`src/shared/stl_pkg.sv`:
```
package stl_pkg;

  // register byte offsets on the bus
  localparam logic [7:0] STL_OFS_CTRL = 8'h00;
  localparam logic [7:0] STL_OFS_CFG = 8'h04;
  localparam logic [7:0] STL_OFS_STAT = 8'h08;
  localparam logic [7:0] STL_OFS_PEAK = 8'h0c;

  // field positions in the control and config words
  localparam int STL_CTRL_EN_BIT = 0;
  localparam int STL_CTRL_TYPE_BIT = 1;
  localparam int STL_CFG_FS_LSB = 0;
  localparam int STL_CFG_HR_LSB = 8;
  localparam int STL_CFG_THR_LSB = 16;
  localparam int STL_CFG_KNEE_LSB = 24;

  // values after reset
  localparam logic [4:0] STL_FS_RESET = 5'h00;
  localparam logic [4:0] STL_HR_RESET = 5'h08;
  localparam logic [3:0] STL_THR_RESET = 4'h0;
  localparam logic [3:0] STL_KNEE_RESET = 4'h0;

  // full scale output setting: code 0 is +4 dB, code 17 is +21 dB
  localparam logic [4:0] STL_FS_CODE_MAX = 5'h11;
  localparam logic [15:0] STL_GAIN_MIN_DB = 16'h0004;
  // headroom: code 0 is +20 %, code 16 is -20 %, steps of 2.5 %
  localparam logic [4:0] STL_HR_CODE_MAX = 5'h10;
  // code 0 keeps 32/40 of the supply, i.e. 80 %
  localparam logic [5:0] STL_HR_BASE = 6'h20;
  // 65536 / 40, used to divide by forty
  localparam logic [10:0] STL_RECIP40 = 11'h666;

  // levels are carried in 1/16 dB; one octave is 96 of those
  localparam int STL_DB_FRAC = 4;
  localparam logic [15:0] STL_OCT_Q4 = 16'h0060;
  // full scale of a 24-bit sample, 23 octaves above one lsb
  localparam logic [15:0] STL_FS_OCT_Q4 = 16'h08a0;
  // reference of the output level at 0 dB setting, in 1/16 dB re 1 mV
  localparam logic signed [15:0] STL_MPO_BASE_Q4 = 16'sh03fb;
  // gain table step, in 1/16 dB, between adjacent entries
  localparam logic [15:0] STL_EXP_STEP = 16'h0006;
  localparam logic [15:0] STL_SHIFT_MAX = 16'h0018;
  localparam logic [22:0] STL_MAG_MAX = 23'h7fffff;
  localparam int STL_GAIN_FRAC = 15;

  // 20*log10(1+k/16) in 1/16 dB
  localparam logic [15:0] STL_LOG_TAB [16] = '{
    16'h0000, 16'h0008, 16'h0010, 16'h0018,
    16'h001f, 16'h0026, 16'h002c, 16'h0033,
    16'h0038, 16'h003e, 16'h0044, 16'h0049,
    16'h004e, 16'h0052, 16'h0057, 16'h005b};
  // 2^(-k/16) as q1.15 linear gain
  localparam logic [15:0] STL_EXP_TAB [16] = '{
    16'h8000, 16'h7a93, 16'h7560, 16'h7067,
    16'h6ba2, 16'h6712, 16'h62b4, 16'h5e84,
    16'h5a82, 16'h56ac, 16'h52ff, 16'h4f7b,
    16'h4c1c, 16'h48e2, 16'h45cb, 16'h42d5};

  typedef struct packed {
    logic enable;
    logic lim_type;
    logic [4:0] fs_scale;
    logic [4:0] headroom;
    logic [3:0] fixed_thr;
    logic [3:0] knee_sel;
  } stl_cfg_type;

  typedef struct packed {
    logic [15:0] pvdd_mv;
    logic [15:0] vbat_mv;
    logic pvdd_active;
  } stl_supply_type;

endpackage

```
`src/rtl/stl_table_rom.sv`:
```
`timescale 1ns/1ps
module stl_table_rom #(
  parameter bit EXP_TABLE = 1'b0
) (
  input wire logic clk_i,
  input wire logic reset_n_i,
  input wire logic [3:0] addr_i,
  output logic [15:0] data_o
);

  // one cycle read latency so the caller pipelines around it
  always_ff @(posedge clk_i) begin
    if (!reset_n_i) begin
      data_o <= 16'h0000;
    end else if (EXP_TABLE) begin
      data_o <= stl_pkg::STL_EXP_TAB[addr_i];
    end else begin
      data_o <= stl_pkg::STL_LOG_TAB[addr_i];
    end
  end

endmodule

```
`src/rtl/stl_limiter.sv`:
```
// The address map and the AHB-Lite register port were decided locally.
`timescale 1ns/1ps
// Operation
// - maximum peak output level comes from the full scale output setting
// - use the supply reading of whichever rail is currently active
// - headroom spans +20 % to -20 % in 2.5 % steps
// - target peak output is supply times 100 % minus headroom
// - target attenuation is 20 log of target over maximum peak
// - positive target attenuation is replaced by 0 dB
// - tracking limiter knee equals the target attenuation
// - below tracking knee samples pass, above it they are attenuated
// - tracking knee is recomputed whenever the target peak changes
// - target above maximum peak gives no tracking attenuation
// - fixed threshold spans 0 to -15 dBFS and equals the knee
// - fixed peak limit is maximum peak times 10^(threshold/20)
// - fixed limiter passes below threshold, attenuates above it
module stl_limiter (
  input wire logic clk_i,
  input wire logic reset_n_i,
  input wire logic hsel_i,
  input wire logic [31:0] haddr_i,
  input wire logic [1:0] htrans_i,
  input wire logic hwrite_i,
  input wire logic [2:0] hsize_i,
  input wire logic [31:0] hwdata_i,
  input wire logic hready_i,
  output logic [31:0] hrdata_o,
  output logic hreadyout_o,
  output logic hresp_o,
  input wire stl_pkg::stl_supply_type supply_i,
  input wire logic [23:0] sample_i,
  input wire logic sample_valid_i,
  output logic [23:0] sample_o,
  output logic sample_valid_o
);

  stl_pkg::stl_cfg_type cfg_reg;
  logic wr_pend_reg, rd_late_reg, bus_take, limiting_reg, over_knee;
  logic [7:0] wr_addr_reg, rd_addr_reg;
  logic [15:0] active_supply_level_reg, target_peak_output_log, in_log, att_amt, shift_full, gain;
  logic [16:0] target_peak_output_reg;
  logic [4:0] target_peak_output_msb_reg, msb1_reg, shift2_reg;
  logic signed [15:0] max_peak_output_db, att_raw, target_att_reg, fixed_knee;
  logic signed [15:0] fixed_peak_db_reg, knee_reg, in_db;
  logic [22:0] mag0_reg, mag1_reg, mag2_reg, out_mag;
  logic sign0_reg, v0_reg, sign1_reg, v1_reg, sign2_reg, lim2_reg, v2_reg;
  logic [3:0] exp_idx;
  logic [38:0] prod, scaled;

  // position of the highest set bit, zero for a zero input
  function automatic logic [4:0] msb_pos(input logic [23:0] v);
    logic [4:0] pos;
    pos = 5'h00;
    for (int i = 0; i < 24; i++) begin
      if (v[i]) begin
        pos = 5'(i);
      end
    end
    return pos;
  endfunction

  // the four bits just below the highest set bit
  function automatic logic [3:0] mant4(input logic [23:0] v,
                                       input logic [4:0] pos);
    logic [23:0] sh;
    sh = v << (5'd23 - pos);
    return sh[22:19];
  endfunction

  function automatic logic [31:0] rd_mux(input logic [7:0] a,
                                         input stl_pkg::stl_cfg_type c,
                                         input logic lim,
                                         input logic [15:0] att,
                                         input logic [16:0] vt,
                                         input logic [15:0] fp);
    logic [31:0] d;
    d = 32'h0000_0000;
    case (a)
      stl_pkg::STL_OFS_CTRL: begin
        d[stl_pkg::STL_CTRL_EN_BIT] = c.enable;
        d[stl_pkg::STL_CTRL_TYPE_BIT] = c.lim_type;
      end
      stl_pkg::STL_OFS_CFG: begin
        d[stl_pkg::STL_CFG_FS_LSB +: 5] = c.fs_scale;
        d[stl_pkg::STL_CFG_HR_LSB +: 5] = c.headroom;
        d[stl_pkg::STL_CFG_THR_LSB +: 4] = c.fixed_thr;
        d[stl_pkg::STL_CFG_KNEE_LSB +: 4] = c.knee_sel;
      end
      stl_pkg::STL_OFS_STAT: d = {att, 15'h0000, lim};
      // target peak saturates at 16 bits in the readback
      stl_pkg::STL_OFS_PEAK: d = {fp, (vt[16] ? 16'hffff : vt[15:0])};
      default: d = 32'h0000_0000;
    endcase
    return d;
  endfunction

  assign bus_take = hsel_i && hready_i && htrans_i[1];

  // address phase capture; writes land in the following data phase
  always_ff @(posedge clk_i) begin
    if (!reset_n_i) begin
      wr_pend_reg <= 1'b0;
      wr_addr_reg <= 8'h00;
    end else begin
      wr_pend_reg <= bus_take && hwrite_i;
      wr_addr_reg <= haddr_i[7:0];
    end
  end

  // register writes; out of range codes are held at the nearest end
  always_ff @(posedge clk_i) begin
    if (!reset_n_i) begin
      cfg_reg.enable <= 1'b0;
      cfg_reg.lim_type <= 1'b0;
      cfg_reg.fs_scale <= stl_pkg::STL_FS_RESET;
      cfg_reg.headroom <= stl_pkg::STL_HR_RESET;
      cfg_reg.fixed_thr <= stl_pkg::STL_THR_RESET;
      cfg_reg.knee_sel <= stl_pkg::STL_KNEE_RESET;
    end else if (wr_pend_reg) begin
      case (wr_addr_reg)
        stl_pkg::STL_OFS_CTRL: begin
          cfg_reg.enable <= hwdata_i[stl_pkg::STL_CTRL_EN_BIT];
          cfg_reg.lim_type <= hwdata_i[stl_pkg::STL_CTRL_TYPE_BIT];
        end
        stl_pkg::STL_OFS_CFG: begin
          cfg_reg.fs_scale <=
            (hwdata_i[stl_pkg::STL_CFG_FS_LSB +: 5] > stl_pkg::STL_FS_CODE_MAX)
            ? stl_pkg::STL_FS_CODE_MAX
            : hwdata_i[stl_pkg::STL_CFG_FS_LSB +: 5];
          cfg_reg.headroom <=
            (hwdata_i[stl_pkg::STL_CFG_HR_LSB +: 5] > stl_pkg::STL_HR_CODE_MAX)
            ? stl_pkg::STL_HR_CODE_MAX
            : hwdata_i[stl_pkg::STL_CFG_HR_LSB +: 5];
          cfg_reg.fixed_thr <= hwdata_i[stl_pkg::STL_CFG_THR_LSB +: 4];
          cfg_reg.knee_sel <= hwdata_i[stl_pkg::STL_CFG_KNEE_LSB +: 4];
        end
        default: cfg_reg <= cfg_reg;
      endcase
    end
  end

  // reads answer at once, except a read right behind a write waits a
  // cycle so it never returns the value from before that write
  always_ff @(posedge clk_i) begin
    if (!reset_n_i) begin
      hrdata_o <= 32'h0000_0000;
      hreadyout_o <= 1'b1;
      hresp_o <= 1'b0; // only okay answers exist on this slave
      rd_late_reg <= 1'b0;
      rd_addr_reg <= 8'h00;
    end else if (rd_late_reg) begin
      hrdata_o <= rd_mux(rd_addr_reg, cfg_reg, limiting_reg,
                         target_att_reg, target_peak_output_reg, fixed_peak_db_reg);
      hreadyout_o <= 1'b1;
      rd_late_reg <= 1'b0;
    end else if (bus_take && !hwrite_i && wr_pend_reg) begin
      hreadyout_o <= 1'b0;
      rd_late_reg <= 1'b1;
      rd_addr_reg <= haddr_i[7:0];
    end else if (bus_take && !hwrite_i) begin
      hrdata_o <= rd_mux(haddr_i[7:0], cfg_reg, limiting_reg,
                         target_att_reg, target_peak_output_reg, fixed_peak_db_reg);
    end
  end

  // supply tracking: rail pick, headroom scaling
  always_ff @(posedge clk_i) begin
    if (!reset_n_i) begin
      active_supply_level_reg <= 16'h0000;
      target_peak_output_reg <= 17'h00000;
      target_peak_output_msb_reg <= 5'h00;
    end else begin
      active_supply_level_reg <= supply_i.pvdd_active ? supply_i.pvdd_mv
                                       : supply_i.vbat_mv;
      target_peak_output_reg <= 17'((33'(active_supply_level_reg) *
                       33'(stl_pkg::STL_HR_BASE + 6'(cfg_reg.headroom)) *
                       33'(stl_pkg::STL_RECIP40)) >> 16);
      target_peak_output_msb_reg <= msb_pos({7'h00, target_peak_output_reg});
    end
  end

  stl_table_rom #(
    .EXP_TABLE(1'b0)
  ) u_supply_log (
    .clk_i(clk_i),
    .reset_n_i(reset_n_i),
    .addr_i(mant4({7'h00, target_peak_output_reg}, msb_pos({7'h00, target_peak_output_reg}))),
    .data_o(target_peak_output_log)
  );

  // target and maximum peak are compared in the log domain, so that ratio needs no divider
  assign max_peak_output_db = stl_pkg::STL_MPO_BASE_Q4 +
    signed'(16'((stl_pkg::STL_GAIN_MIN_DB + 16'(cfg_reg.fs_scale))
                << stl_pkg::STL_DB_FRAC));
  assign att_raw = signed'(16'(16'(target_peak_output_msb_reg) * stl_pkg::STL_OCT_Q4)
                           + target_peak_output_log) - max_peak_output_db;
  assign fixed_knee = -signed'(16'(16'(cfg_reg.fixed_thr)
                                   << stl_pkg::STL_DB_FRAC));

  // clamp to no gain, then pick the knee of the selected limiter; the
  // compressor knee field is stored only, it is assumed at full scale
  always_ff @(posedge clk_i) begin
    if (!reset_n_i) begin
      target_att_reg <= 16'sh0000;
      knee_reg <= 16'sh0000;
      fixed_peak_db_reg <= 16'sh0000;
    end else begin
      target_att_reg <= (att_raw > 16'sh0000) ? 16'sh0000 : att_raw;
      knee_reg <= cfg_reg.lim_type ? fixed_knee
                                   : target_att_reg;
      fixed_peak_db_reg <= max_peak_output_db + fixed_knee;
    end
  end

  // sample stage 0: magnitude and sign, -full scale folds to +max
  always_ff @(posedge clk_i) begin
    if (!reset_n_i) begin
      mag0_reg <= 23'h000000;
      sign0_reg <= 1'b0;
      v0_reg <= 1'b0;
    end else begin
      v0_reg <= sample_valid_i;
      sign0_reg <= sample_i[23];
      if (sample_i == 24'h800000) begin
        mag0_reg <= stl_pkg::STL_MAG_MAX;
      end else begin
        mag0_reg <= sample_i[23] ? 23'(-sample_i) : sample_i[22:0];
      end
    end
  end

  stl_table_rom #(
    .EXP_TABLE(1'b0)
  ) u_sample_log (
    .clk_i(clk_i),
    .reset_n_i(reset_n_i),
    .addr_i(mant4({1'b0, mag0_reg}, msb_pos({1'b0, mag0_reg}))),
    .data_o(in_log)
  );

  // sample stage 1: log aligns with the rom read
  always_ff @(posedge clk_i) begin
    if (!reset_n_i) begin
      mag1_reg <= 23'h000000;
      msb1_reg <= 5'h00;
      sign1_reg <= 1'b0;
      v1_reg <= 1'b0;
    end else begin
      mag1_reg <= mag0_reg;
      msb1_reg <= msb_pos({1'b0, mag0_reg});
      sign1_reg <= sign0_reg;
      v1_reg <= v0_reg;
    end
  end

  // input level in dBFS and the amount above the knee
  assign in_db = signed'(16'(16'(msb1_reg) * stl_pkg::STL_OCT_Q4) + in_log
                         - stl_pkg::STL_FS_OCT_Q4);
  assign over_knee = cfg_reg.enable && (in_db > knee_reg);
  assign att_amt = over_knee ? 16'(in_db - knee_reg) : 16'h0000;
  assign shift_full = att_amt / stl_pkg::STL_OCT_Q4;
  assign exp_idx = 4'((att_amt % stl_pkg::STL_OCT_Q4) / stl_pkg::STL_EXP_STEP);

  stl_table_rom #(
    .EXP_TABLE(1'b1)
  ) u_gain_exp (
    .clk_i(clk_i),
    .reset_n_i(reset_n_i),
    .addr_i(exp_idx),
    .data_o(gain)
  );

  // sample stage 2: octave shift beyond 24 gives a zero output anyway
  always_ff @(posedge clk_i) begin
    if (!reset_n_i) begin
      mag2_reg <= 23'h000000;
      shift2_reg <= 5'h00;
      sign2_reg <= 1'b0;
      lim2_reg <= 1'b0;
      v2_reg <= 1'b0;
    end else begin
      mag2_reg <= mag1_reg;
      shift2_reg <= (shift_full > stl_pkg::STL_SHIFT_MAX)
                    ? 5'(stl_pkg::STL_SHIFT_MAX) : 5'(shift_full);
      sign2_reg <= sign1_reg;
      lim2_reg <= over_knee;
      v2_reg <= v1_reg;
    end
  end

  assign prod = 39'(mag2_reg) * 39'(gain);
  assign scaled = (prod >> stl_pkg::STL_GAIN_FRAC) >> shift2_reg;
  assign out_mag = (scaled > 39'(stl_pkg::STL_MAG_MAX))
                   ? stl_pkg::STL_MAG_MAX : scaled[22:0];

  // output stage: sign restored, limiting flag kept per sample
  always_ff @(posedge clk_i) begin
    if (!reset_n_i) begin
      sample_o <= 24'h000000;
      sample_valid_o <= 1'b0;
      limiting_reg <= 1'b0;
    end else begin
      sample_valid_o <= v2_reg;
      sample_o <= sign2_reg ? 24'(-{1'b0, out_mag}) : {1'b0, out_mag};
      if (v2_reg) begin
        limiting_reg <= lim2_reg;
      end
    end
  end

  chk_no_gain_target: assert property (
    @(posedge clk_i) disable iff (!reset_n_i)
    target_att_reg <= 16'sh0000)
    else $error("target attenuation went above zero");

  chk_rail_pick: assert property (
    @(posedge clk_i) disable iff (!reset_n_i)
    reset_n_i |=> active_supply_level_reg == ($past(supply_i.pvdd_active)
                               ? $past(supply_i.pvdd_mv)
                               : $past(supply_i.vbat_mv)))
    else $error("supply reading not from active rail");

  chk_zero_headroom: assert property (
    @(posedge clk_i) disable iff (!reset_n_i)
    (cfg_reg.headroom == 5'h08) && $stable(cfg_reg.headroom)
    |=> (target_peak_output_reg <= 17'($past(active_supply_level_reg))) &&
        (target_peak_output_reg + 17'h00010 >= 17'($past(active_supply_level_reg))))
    else $error("zero headroom target differs from supply");

  chk_knee_tracks: assert property (
    @(posedge clk_i) disable iff (!reset_n_i)
    !cfg_reg.lim_type && $changed(target_att_reg)
    |=> knee_reg == $past(target_att_reg))
    else $error("tracking knee did not follow target");

  chk_fixed_knee: assert property (
    @(posedge clk_i) disable iff (!reset_n_i)
    cfg_reg.lim_type ##1 cfg_reg.lim_type |-> knee_reg == $past(fixed_knee))
    else $error("fixed knee not set from threshold");

  chk_no_track_att: assert property (
    @(posedge clk_i) disable iff (!reset_n_i)
    v1_reg && !cfg_reg.lim_type && knee_reg == 16'sh0000
    |=> !lim2_reg)
    else $error("attenuation with no tracking need");

  chk_pass_below: assert property (
    @(posedge clk_i) disable iff (!reset_n_i)
    v2_reg && !lim2_reg |=> sample_valid_o &&
      sample_o == ($past(sign2_reg) ? 24'(-{1'b0, $past(mag2_reg)})
                                     : {1'b0, $past(mag2_reg)}))
    else $error("sample below knee was altered");

  chk_limit_shrinks: assert property (
    @(posedge clk_i) disable iff (!reset_n_i)
    v2_reg && lim2_reg |-> out_mag <= mag2_reg)
    else $error("limited sample grew");

  chk_stream_latency: assert property (
    @(posedge clk_i) disable iff (!reset_n_i)
    sample_valid_i |-> ##4 sample_valid_o)
    else $error("sample lost in the limiter pipeline");

endmodule

```
`config.mk`:
```
export PLATFORM = sky130hd
export DESIGN_NAME = stl_limiter
export DESIGN_NICKNAME = d
export VERILOG_FILES = /design/src/shared/stl_pkg.sv /design/src/rtl/stl_table_rom.sv /design/src/rtl/stl_limiter.sv
export SDC_FILE = /design/constraint.sdc
export NUM_CORES = 2
export LEC_CHECK = 0
export BUFFER_PORTS_ARGS = -buffer_cell sky130_fd_sc_hd__clkbuf_2
export CAP_MARGIN = 25
export CORE_MARGIN = 4
export CORE_UTILIZATION = 40
export DETAILED_ROUTE_END_ITERATION = 8
export GPL_ROUTABILITY_DRIVEN = 1
export HOLD_SLACK_MARGIN = 0.03
export MAX_ROUTING_LAYER = met4
export SYNTH_ARGS = -nofsm -noshare
export SYNTH_HDL_FRONTEND = slang
export SYNTH_SLANG_ARGS = --single-unit
```
`constraint.sdc`:
```
create_clock -name clk_i -period 11.21 [get_ports clk_i]
set_input_delay 0.5605 -clock clk_i [delete_from_list [all_inputs] [get_ports clk_i]]
set_output_delay 0.5605 -clock clk_i [all_outputs]
set_load 0.005 [all_outputs]
```
# --- After elaboration in Yosys (flattened, before gate mapping) ---
# Memory sizes are Yosys's and may differ from the RTL's. A register that Yosys moved wholly into a read port is not among the register bits.
# Cells that the tools add are included.
totals:
  mem_count: 3
  out_inout_bits: 59
  ff_bits: 269
  wordCells: 176
  rom_bits: 768
  in_bits: 132
classes:
  mux: 71
  n_div: 3
  shift: 3
  reduce_logical: 22
  eq_ne: 9
  order_cmp: 6
  n_bitwise: 5
  addsub: 14
  n_mul: 5
memory_table:
  columns: ["memory", "depth", "width", "rd", "rd_clocked_by_memory_dff", "write_ports", "line_no", "rtl"]
  rows:
  - ["(no name shown)", 16, 16, 1, 1, 0, "stl_table_rom.sv:16", "data_o <= stl_pkg::STL_EXP_TAB[addr_i];"]
  - ["(no name shown)", 16, 16, 1, 1, 0, "stl_table_rom.sv:18", "data_o <= stl_pkg::STL_LOG_TAB[addr_i];"]
  - ["(no name shown)", 16, 16, 1, 1, 0, "stl_table_rom.sv:18", null]
op_table:
  columns: ["op", "n"]
  rows:
  - ["2-to-1 mux 5 bit", 39]
  - ["2-to-1 mux 32 bit", 3]
  - ["2-to-1 mux 23 bit", 4]
  - ["2-to-1 mux 16 bit", 4]
  - ["adder 12 x 16 -> 16 bit", 3]
  - ["case mux 4 bit (3 select lines)", 4]
  - ["> comparator 39 x 23 -> 1 bit (second input constant)", 1]
  - ["multiplier 23 x 16 -> 39 bit", 1]
  - ["right shift 24 x 5 -> 39 bit", 1]
  - ["equality test 8 x 4 -> 1 bit (second input constant)", 4]
  - ["multiplier 23 x 10 -> 32 bit (second input constant)", 1]
  - ["case mux 4 bit (2 select lines)", 4]
  - ["equality test 24 bit (second input constant)", 1]
  - ["equality test 8 x 3 -> 1 bit (second input constant)", 3]
  - ["zero test 8 bit", 3]
  - ["negation 23 -> 24 bit", 1]
  - ["multiplier 16 x 7 -> 23 bit", 1]
  - ["negation 23 bit", 1]
  - ["<< shifter 17 x 5 -> 23 bit", 1]
  - ["<< shifter 23 x 5 -> 23 bit", 1]
  - ["case mux 5 bit (2 select lines)", 2]
  - ["divider 16 x 3 -> 16 bit (second input constant)", 1]
  - ["divider 16 x 7 -> 16 bit (second input constant)", 1]
  - ["> comparator 16 x 1 -> 1 bit (second input constant)", 1]
  - ["other kinds (25)", 52]

# --- Logic depth before layout (Yosys ltp) ---
depth:
  ltp_word: 25
  depth_mapped: 45
  ltp_nobuf: 44

# --- By module ---
# Synthesis repeated with hierarchy kept, for this count alone.
unflattened:
  cells_unflattened: 4323
  hier_area_um2: 37139.4
by_module_without_submodules:
  columns: ["module", "n_inst", "cells_each", "area_per_inst_um2", "seq_area_each_um2"]
  rows:
  - ["stl_limiter", 1, 4134, 35479.0, 5325.1]
  - ["stl_table_rom at u_gain_exp", 1, 83, 783.3, 320.3]
  - ["stl_table_rom at u_supply_log", 1, 53, 449.2, 140.1]
  - ["stl_table_rom at u_sample_log", 1, 53, 427.9, 140.1]

# --- Worst setup path before layout ---
# Ideal clock, no wire load.
synth_path:
  kind: "register to register"
  from: "reg cfg_reg[11] (netlist bit)"
  to: "reg target_peak_output_reg[16]"
  arrival_time_ns: 9.652
  setup_time_ns: 0.128
  required_time_ns: 11.082
  stages_incl_launch_ff: 40
  path_slack_ns: 1.430
  synth_period_minus_slack_ns: 9.780
  n_path_buf: 1
  path_cell_list: "dfxtp_1 -> clkbuf_1 -> nand2_1 -> fa_1 -> inv_1 -> ha_1 -> inv_1 -> fa_1 -> fa_1 -> inv_1 -> ha_1 -> o21ai_0 -> a21boi_0 -> o21ai_0 -> a21boi_0 -> o21ai_0 -> a21boi_0 -> o21ai_0 -> [4 not listed] -> a21boi_0 -> nor2_1 -> ha_1 -> fa_1 -> fa_1 -> fa_1 -> fa_1 -> ha_1 -> and3_1 -> a31o_2 -> o41a_1 -> a221oi_1 -> a2111oi_0 -> o21ai_0 -> nand2b_1 -> a21oi_1 -> xnor2_1 -> nor2_1"
synth_via:
  elab_chain_len: 3
synth_lines:
  columns: ["element", "line_no", "rtl"]
  rows:
  - ["from (decl)", "stl_limiter.sv:37", "stl_pkg::stl_cfg_type cfg_reg;"]
  - ["from (signal assigned)", "stl_limiter.sv:137", "default: cfg_reg <= cfg_reg;"]
  - ["adder 6 x 5 -> 7 bit", "stl_limiter.sv:176", "33'(stl_pkg::STL_HR_BASE + 6'(cfg_reg.headroom)) *"]
  - ["multiplier 16 x 7 -> 23 bit", "stl_limiter.sv:175", "target_peak_output_reg <= 17'((33'(active_supply_level_reg) *"]
  - ["multiplier 23 x 10 -> 32 bit", "stl_limiter.sv:176", null]
  - ["to (signal assigned)", "stl_limiter.sv:175", null]
  - ["to (decl)", "stl_limiter.sv:41", "logic [16:0] target_peak_output_reg;"]
# No other way between the ends.
# A chain may end at the register's enable or synchronous reset.

# --- Worst setup path after layout ---
layout_path:
  from: "reg mag2_reg[7]"
  to: "reg sample_o[20]"
layout_via:
  elab_chain_len: 6
layout_lines:
  columns: ["element", "line_no", "rtl"]
  rows:
  - ["from (decl)", "stl_limiter.sv:45", "logic [22:0] mag0_reg, mag1_reg, mag2_reg, out_mag;"]
  - ["from (signal assigned)", "stl_limiter.sv:282", "mag2_reg <= mag1_reg;"]
  - ["multiplier 23 x 16 -> 39 bit (*)", "stl_limiter.sv:291", "assign prod = 39'(mag2_reg) * 39'(gain);"]
  - ["right shift 24 x 5 -> 39 bit (*)", "stl_limiter.sv:292", "assign scaled = (prod >> stl_pkg::STL_GAIN_FRAC) >> shift2_reg;"]
  - ["> comparator 39 x 23 -> 1 bit", "stl_limiter.sv:293", "assign out_mag = (scaled > 39'(stl_pkg::STL_MAG_MAX))"]
  - ["2-to-1 mux 23 bit (*)", "stl_limiter.sv:294", "? stl_pkg::STL_MAG_MAX : scaled[22:0];"]
  - ["negation 23 -> 24 bit", "stl_limiter.sv:304", "sample_o <= sign2_reg ? 24'(-{1'b0, out_mag}) : {1'b0, out_mag};"]
  - ["2-to-1 mux 23 bit (*)", "stl_limiter.sv:304", null]
  - ["to (signal assigned)", "stl_limiter.sv:304", null]
  - ["to (decl)", "stl_limiter.sv:33", "output logic [23:0] sample_o,"]
# Mark *: on every way between the ends. The rest lies on a longest branch, timed or not.

==> results_dict.tcl <==
set metrics [dict create \
    worstPathMaxFanout 16 \
    synth_simple_gate_area_share_pct 20.0 \
    synth_fa_ha_area_share_pct 34.9 \
    critPathSlowestCell "dfxtp_1" \
    start_kind "flip-flop" \
    track_usage_pct 21.6 \
    power_density_mw_per_mm2 165 \
    min_period_over_period_pct 91.7 \
    die_h_um 311 \
    status "complete, no violations" \
    worstSetupPathType "reg2reg" \
    synthDominantCellAreaShare_pct 23.2 \
    synth_common_cells "inv_1, and2_1, fa_1" \
    setup_tns_ps 0 \
    grt_pass1_vias 30200 \
    synth_top_family_by_area "adder cells" \
    max_freq_ghz 0.0973 \
    cts-buffers-inserted 36 \
    syn_area_per_cell_um2 8.56 \
    ys_types 123 \
    rows 110 \
    core_mm2 0.0906 \
    cts.htree.levels 2 \
    post-cts-setup-buffers 0 \
    vias 29900 \
    synth_most_common_cell "inv_1" \
    path_clk_slew_ps 60 \
    fill_cells 9035 \
    initial_utilization_pct 40.5 \
    clk_path_buf_depth 3 \
    arrival_ps 10720 \
    via_per_inst 5.42 \
    drive_gt1_share_pct 8.65 \
    grt_pass1_wl_um 165000 \
    post-route-util_pct 44.0 \
    top_register "hrdata_o" \
    grt_overflow_total 0 \
    yosys-top-cells-area "fa_1, dfxtp_1, ha_1" \
    postRouteAntennaNets 0 \
    drtPass1Iterations 6 \
    worst_ir_drop_vdd_mv 0.255 \
    hold_violations 0 \
    gp_congestion 0.922 \
    grt_max_degree 128 \
    crit_path_max_incr_delay_ps 770 \
    synth_flop_cell "dfxtp_1" \
    antenna_found_initial 2 \
    synthArstFlopShare_pct 0 \
    finalInstanceArea_mm2 0.0398 \
    period_minus_slack_ps 10280 \
    clock_latency_ps 580 \
    synth_warnings 0 \
    wl_um 101000 \
    fin_skew_ps 19.1 \
    required_ps 11650 \
    syn_area_mm2 0.0367 \
    setup_viol 0 \
    io_pins 191 \
    cts_sinks 296 \
    largest_register_ffs 32 \
    drv_slew 0 \
    drv_cap 0 \
    grt_setup_unrepaired "no" \
    nets 5218 \
    drt_iter0_markers 2068 \
    crit_top_cell "fa_1" \
    cp-end-kind "flip-flop" \
    die_area_mm2 0.0966 \
    slew-limit-headroom_pct 33.6 \
    synth_xor_area_share_pct 3.10 \
    place.port_buffers 147 \
    yosys-mux-area-fraction_pct 3.43 \
    synth_edf_count 0 \
    yosys_register_bits 296 \
    tightest_slew_ps 995 \
    synth-compound-area-share_pct 13.8 \
    die_x_um 311 \
    dp_hpwl_um 79600 \
    syn_nets 5186 \
    largestRegisters "hrdata_o (32), sample_o (24)" \
    synth_top_cell_by_area "fa_1" \
    wl_per_cell_um 18.3 \
    power_w 0.00657 \
    p_leak_nw 18.5 \
    root_buffer "clkbuf_16" \
    syn_inst 4287 \
    ys_seq_area_share_pct 16.1 \
    cts_tree "yes" \
    area_growth_pct 8.59 \
    min_path_type "in2reg" \
    place_area_mm2 0.0385 \
    fin_hold_ws_ps 221 \
    drcViolationCount 0 \
]
cell type report:
type / count / area (um^2) / share of cell area (%)
Sequential cell: 296 / 5930 / 14.9
Inverter: 628 / 2360 / 5.93
Clock buffer: 43 / 977 / 2.45
Clock inverter: 21 / 289 / 0.725
Multi-Input combinational cell: 3155 / 27600 / 69.4
Antenna cell: 1 / 2.50 / 0.00628
Tap cell: 1176 / 1470 / 3.69
Timing Repair Buffer: 202 / 1170 / 2.94
per-layer routing:
layer  vias up  part of all wire, %  track usage (%)
li1      14200                    -                -
met3       139                  4.8             2.28
met4         0                  2.6             5.84
met5         -                    0                -
met2       727                   46             34.1
met1     14800                   47             29.6
metrics by stage:
stage | cells | setup slack [ps]
2_1_floorplan | 4287 | 1430
3_3_place_gp | 5456 | 843
3_5_place_dp | 5456 | 702
4_1_cts | 5520 | 643
5_1_grt | 5522 | 24.3
6_report | 5522 | 933
layout by cell type (no fill, tap or decap), drive strengths merged, types with 20 or more instances in the layout:
master,synthesis,final
o21ai,135,135
mux2i,87,87
a21oi,171,171
ha,342,342
nor2b,21,21
nand2,310,310
o21a,29,29
nor2,314,314
dfxtp,296,296
inv,624,628
a211oi,28,28
nand2b,34,34
nand3,50,50
nor3,106,106
o211ai,30,30
and2,434,434
and3,30,30
a221oi,30,30
clkbuf,182,189
a21o,40,40
fa,425,425
xor2,50,50
nor4,30,30
a31oi,42,42
o21bai,20,20
xnor2,75,75
buf,26,56
path summary, 6_finish.rpt:
path                                endpoint  cells after the start  slack, ps         start
worst min-delay path              cfg_reg[6]                      3        220  hwdata_i[18]
worst min register to register  mag2_reg[21]                      1        430  mag1_reg[21]
worst max-delay path            sample_o[20]                     33        930   mag2_reg[7]
worst max register to register  sample_o[20]                     33        930   mag2_reg[7]
power by group:
part / switching (W) / leakage [nW] / internal, W
sequential: 0.000137 / 2.42 / 0.00119
combinational: 0.00231 / 15.5 / 0.00168
clock: 0.000510 / 0.614 / 0.000748
repair_timing:
| item | 4_1_cts | 5_1_grt |
|---|---|---|
| endpoints found under the hold margin | 0 | 0 |
| gates resized for setup | 0 | 7 |
| endpoints found under the setup margin | 0 | 2 |
| hold buffers | 0 | 0 |
kinds of logic (layout without fill, tap and decap cells):
kind of cell,count (synthesis),count (layout)
AND/OR/NAND/NOR,1424,1424
XOR/XNOR,125,125
adder cells (fa/ha/maj),768,768
other,1,2
buffers and inverters,836,894
multiplexers,112,112
AO/OA/AOI/OAI,725,725
flip-flops,296,296
critical path: cells and delay by family (launching register included):
kind                     cells  cell delay [ps]
multiplexers                 1              330
flip-flops                   1              770
buffers and inverters        6              490
AND/OR/NAND/NOR              5             1010
adder cells (fa/ha/maj)      8             3640
AO/OA/AOI/OAI               12             3720
XOR/XNOR                     1              180
No activity file was read; power rests on OpenSTA's default activity.
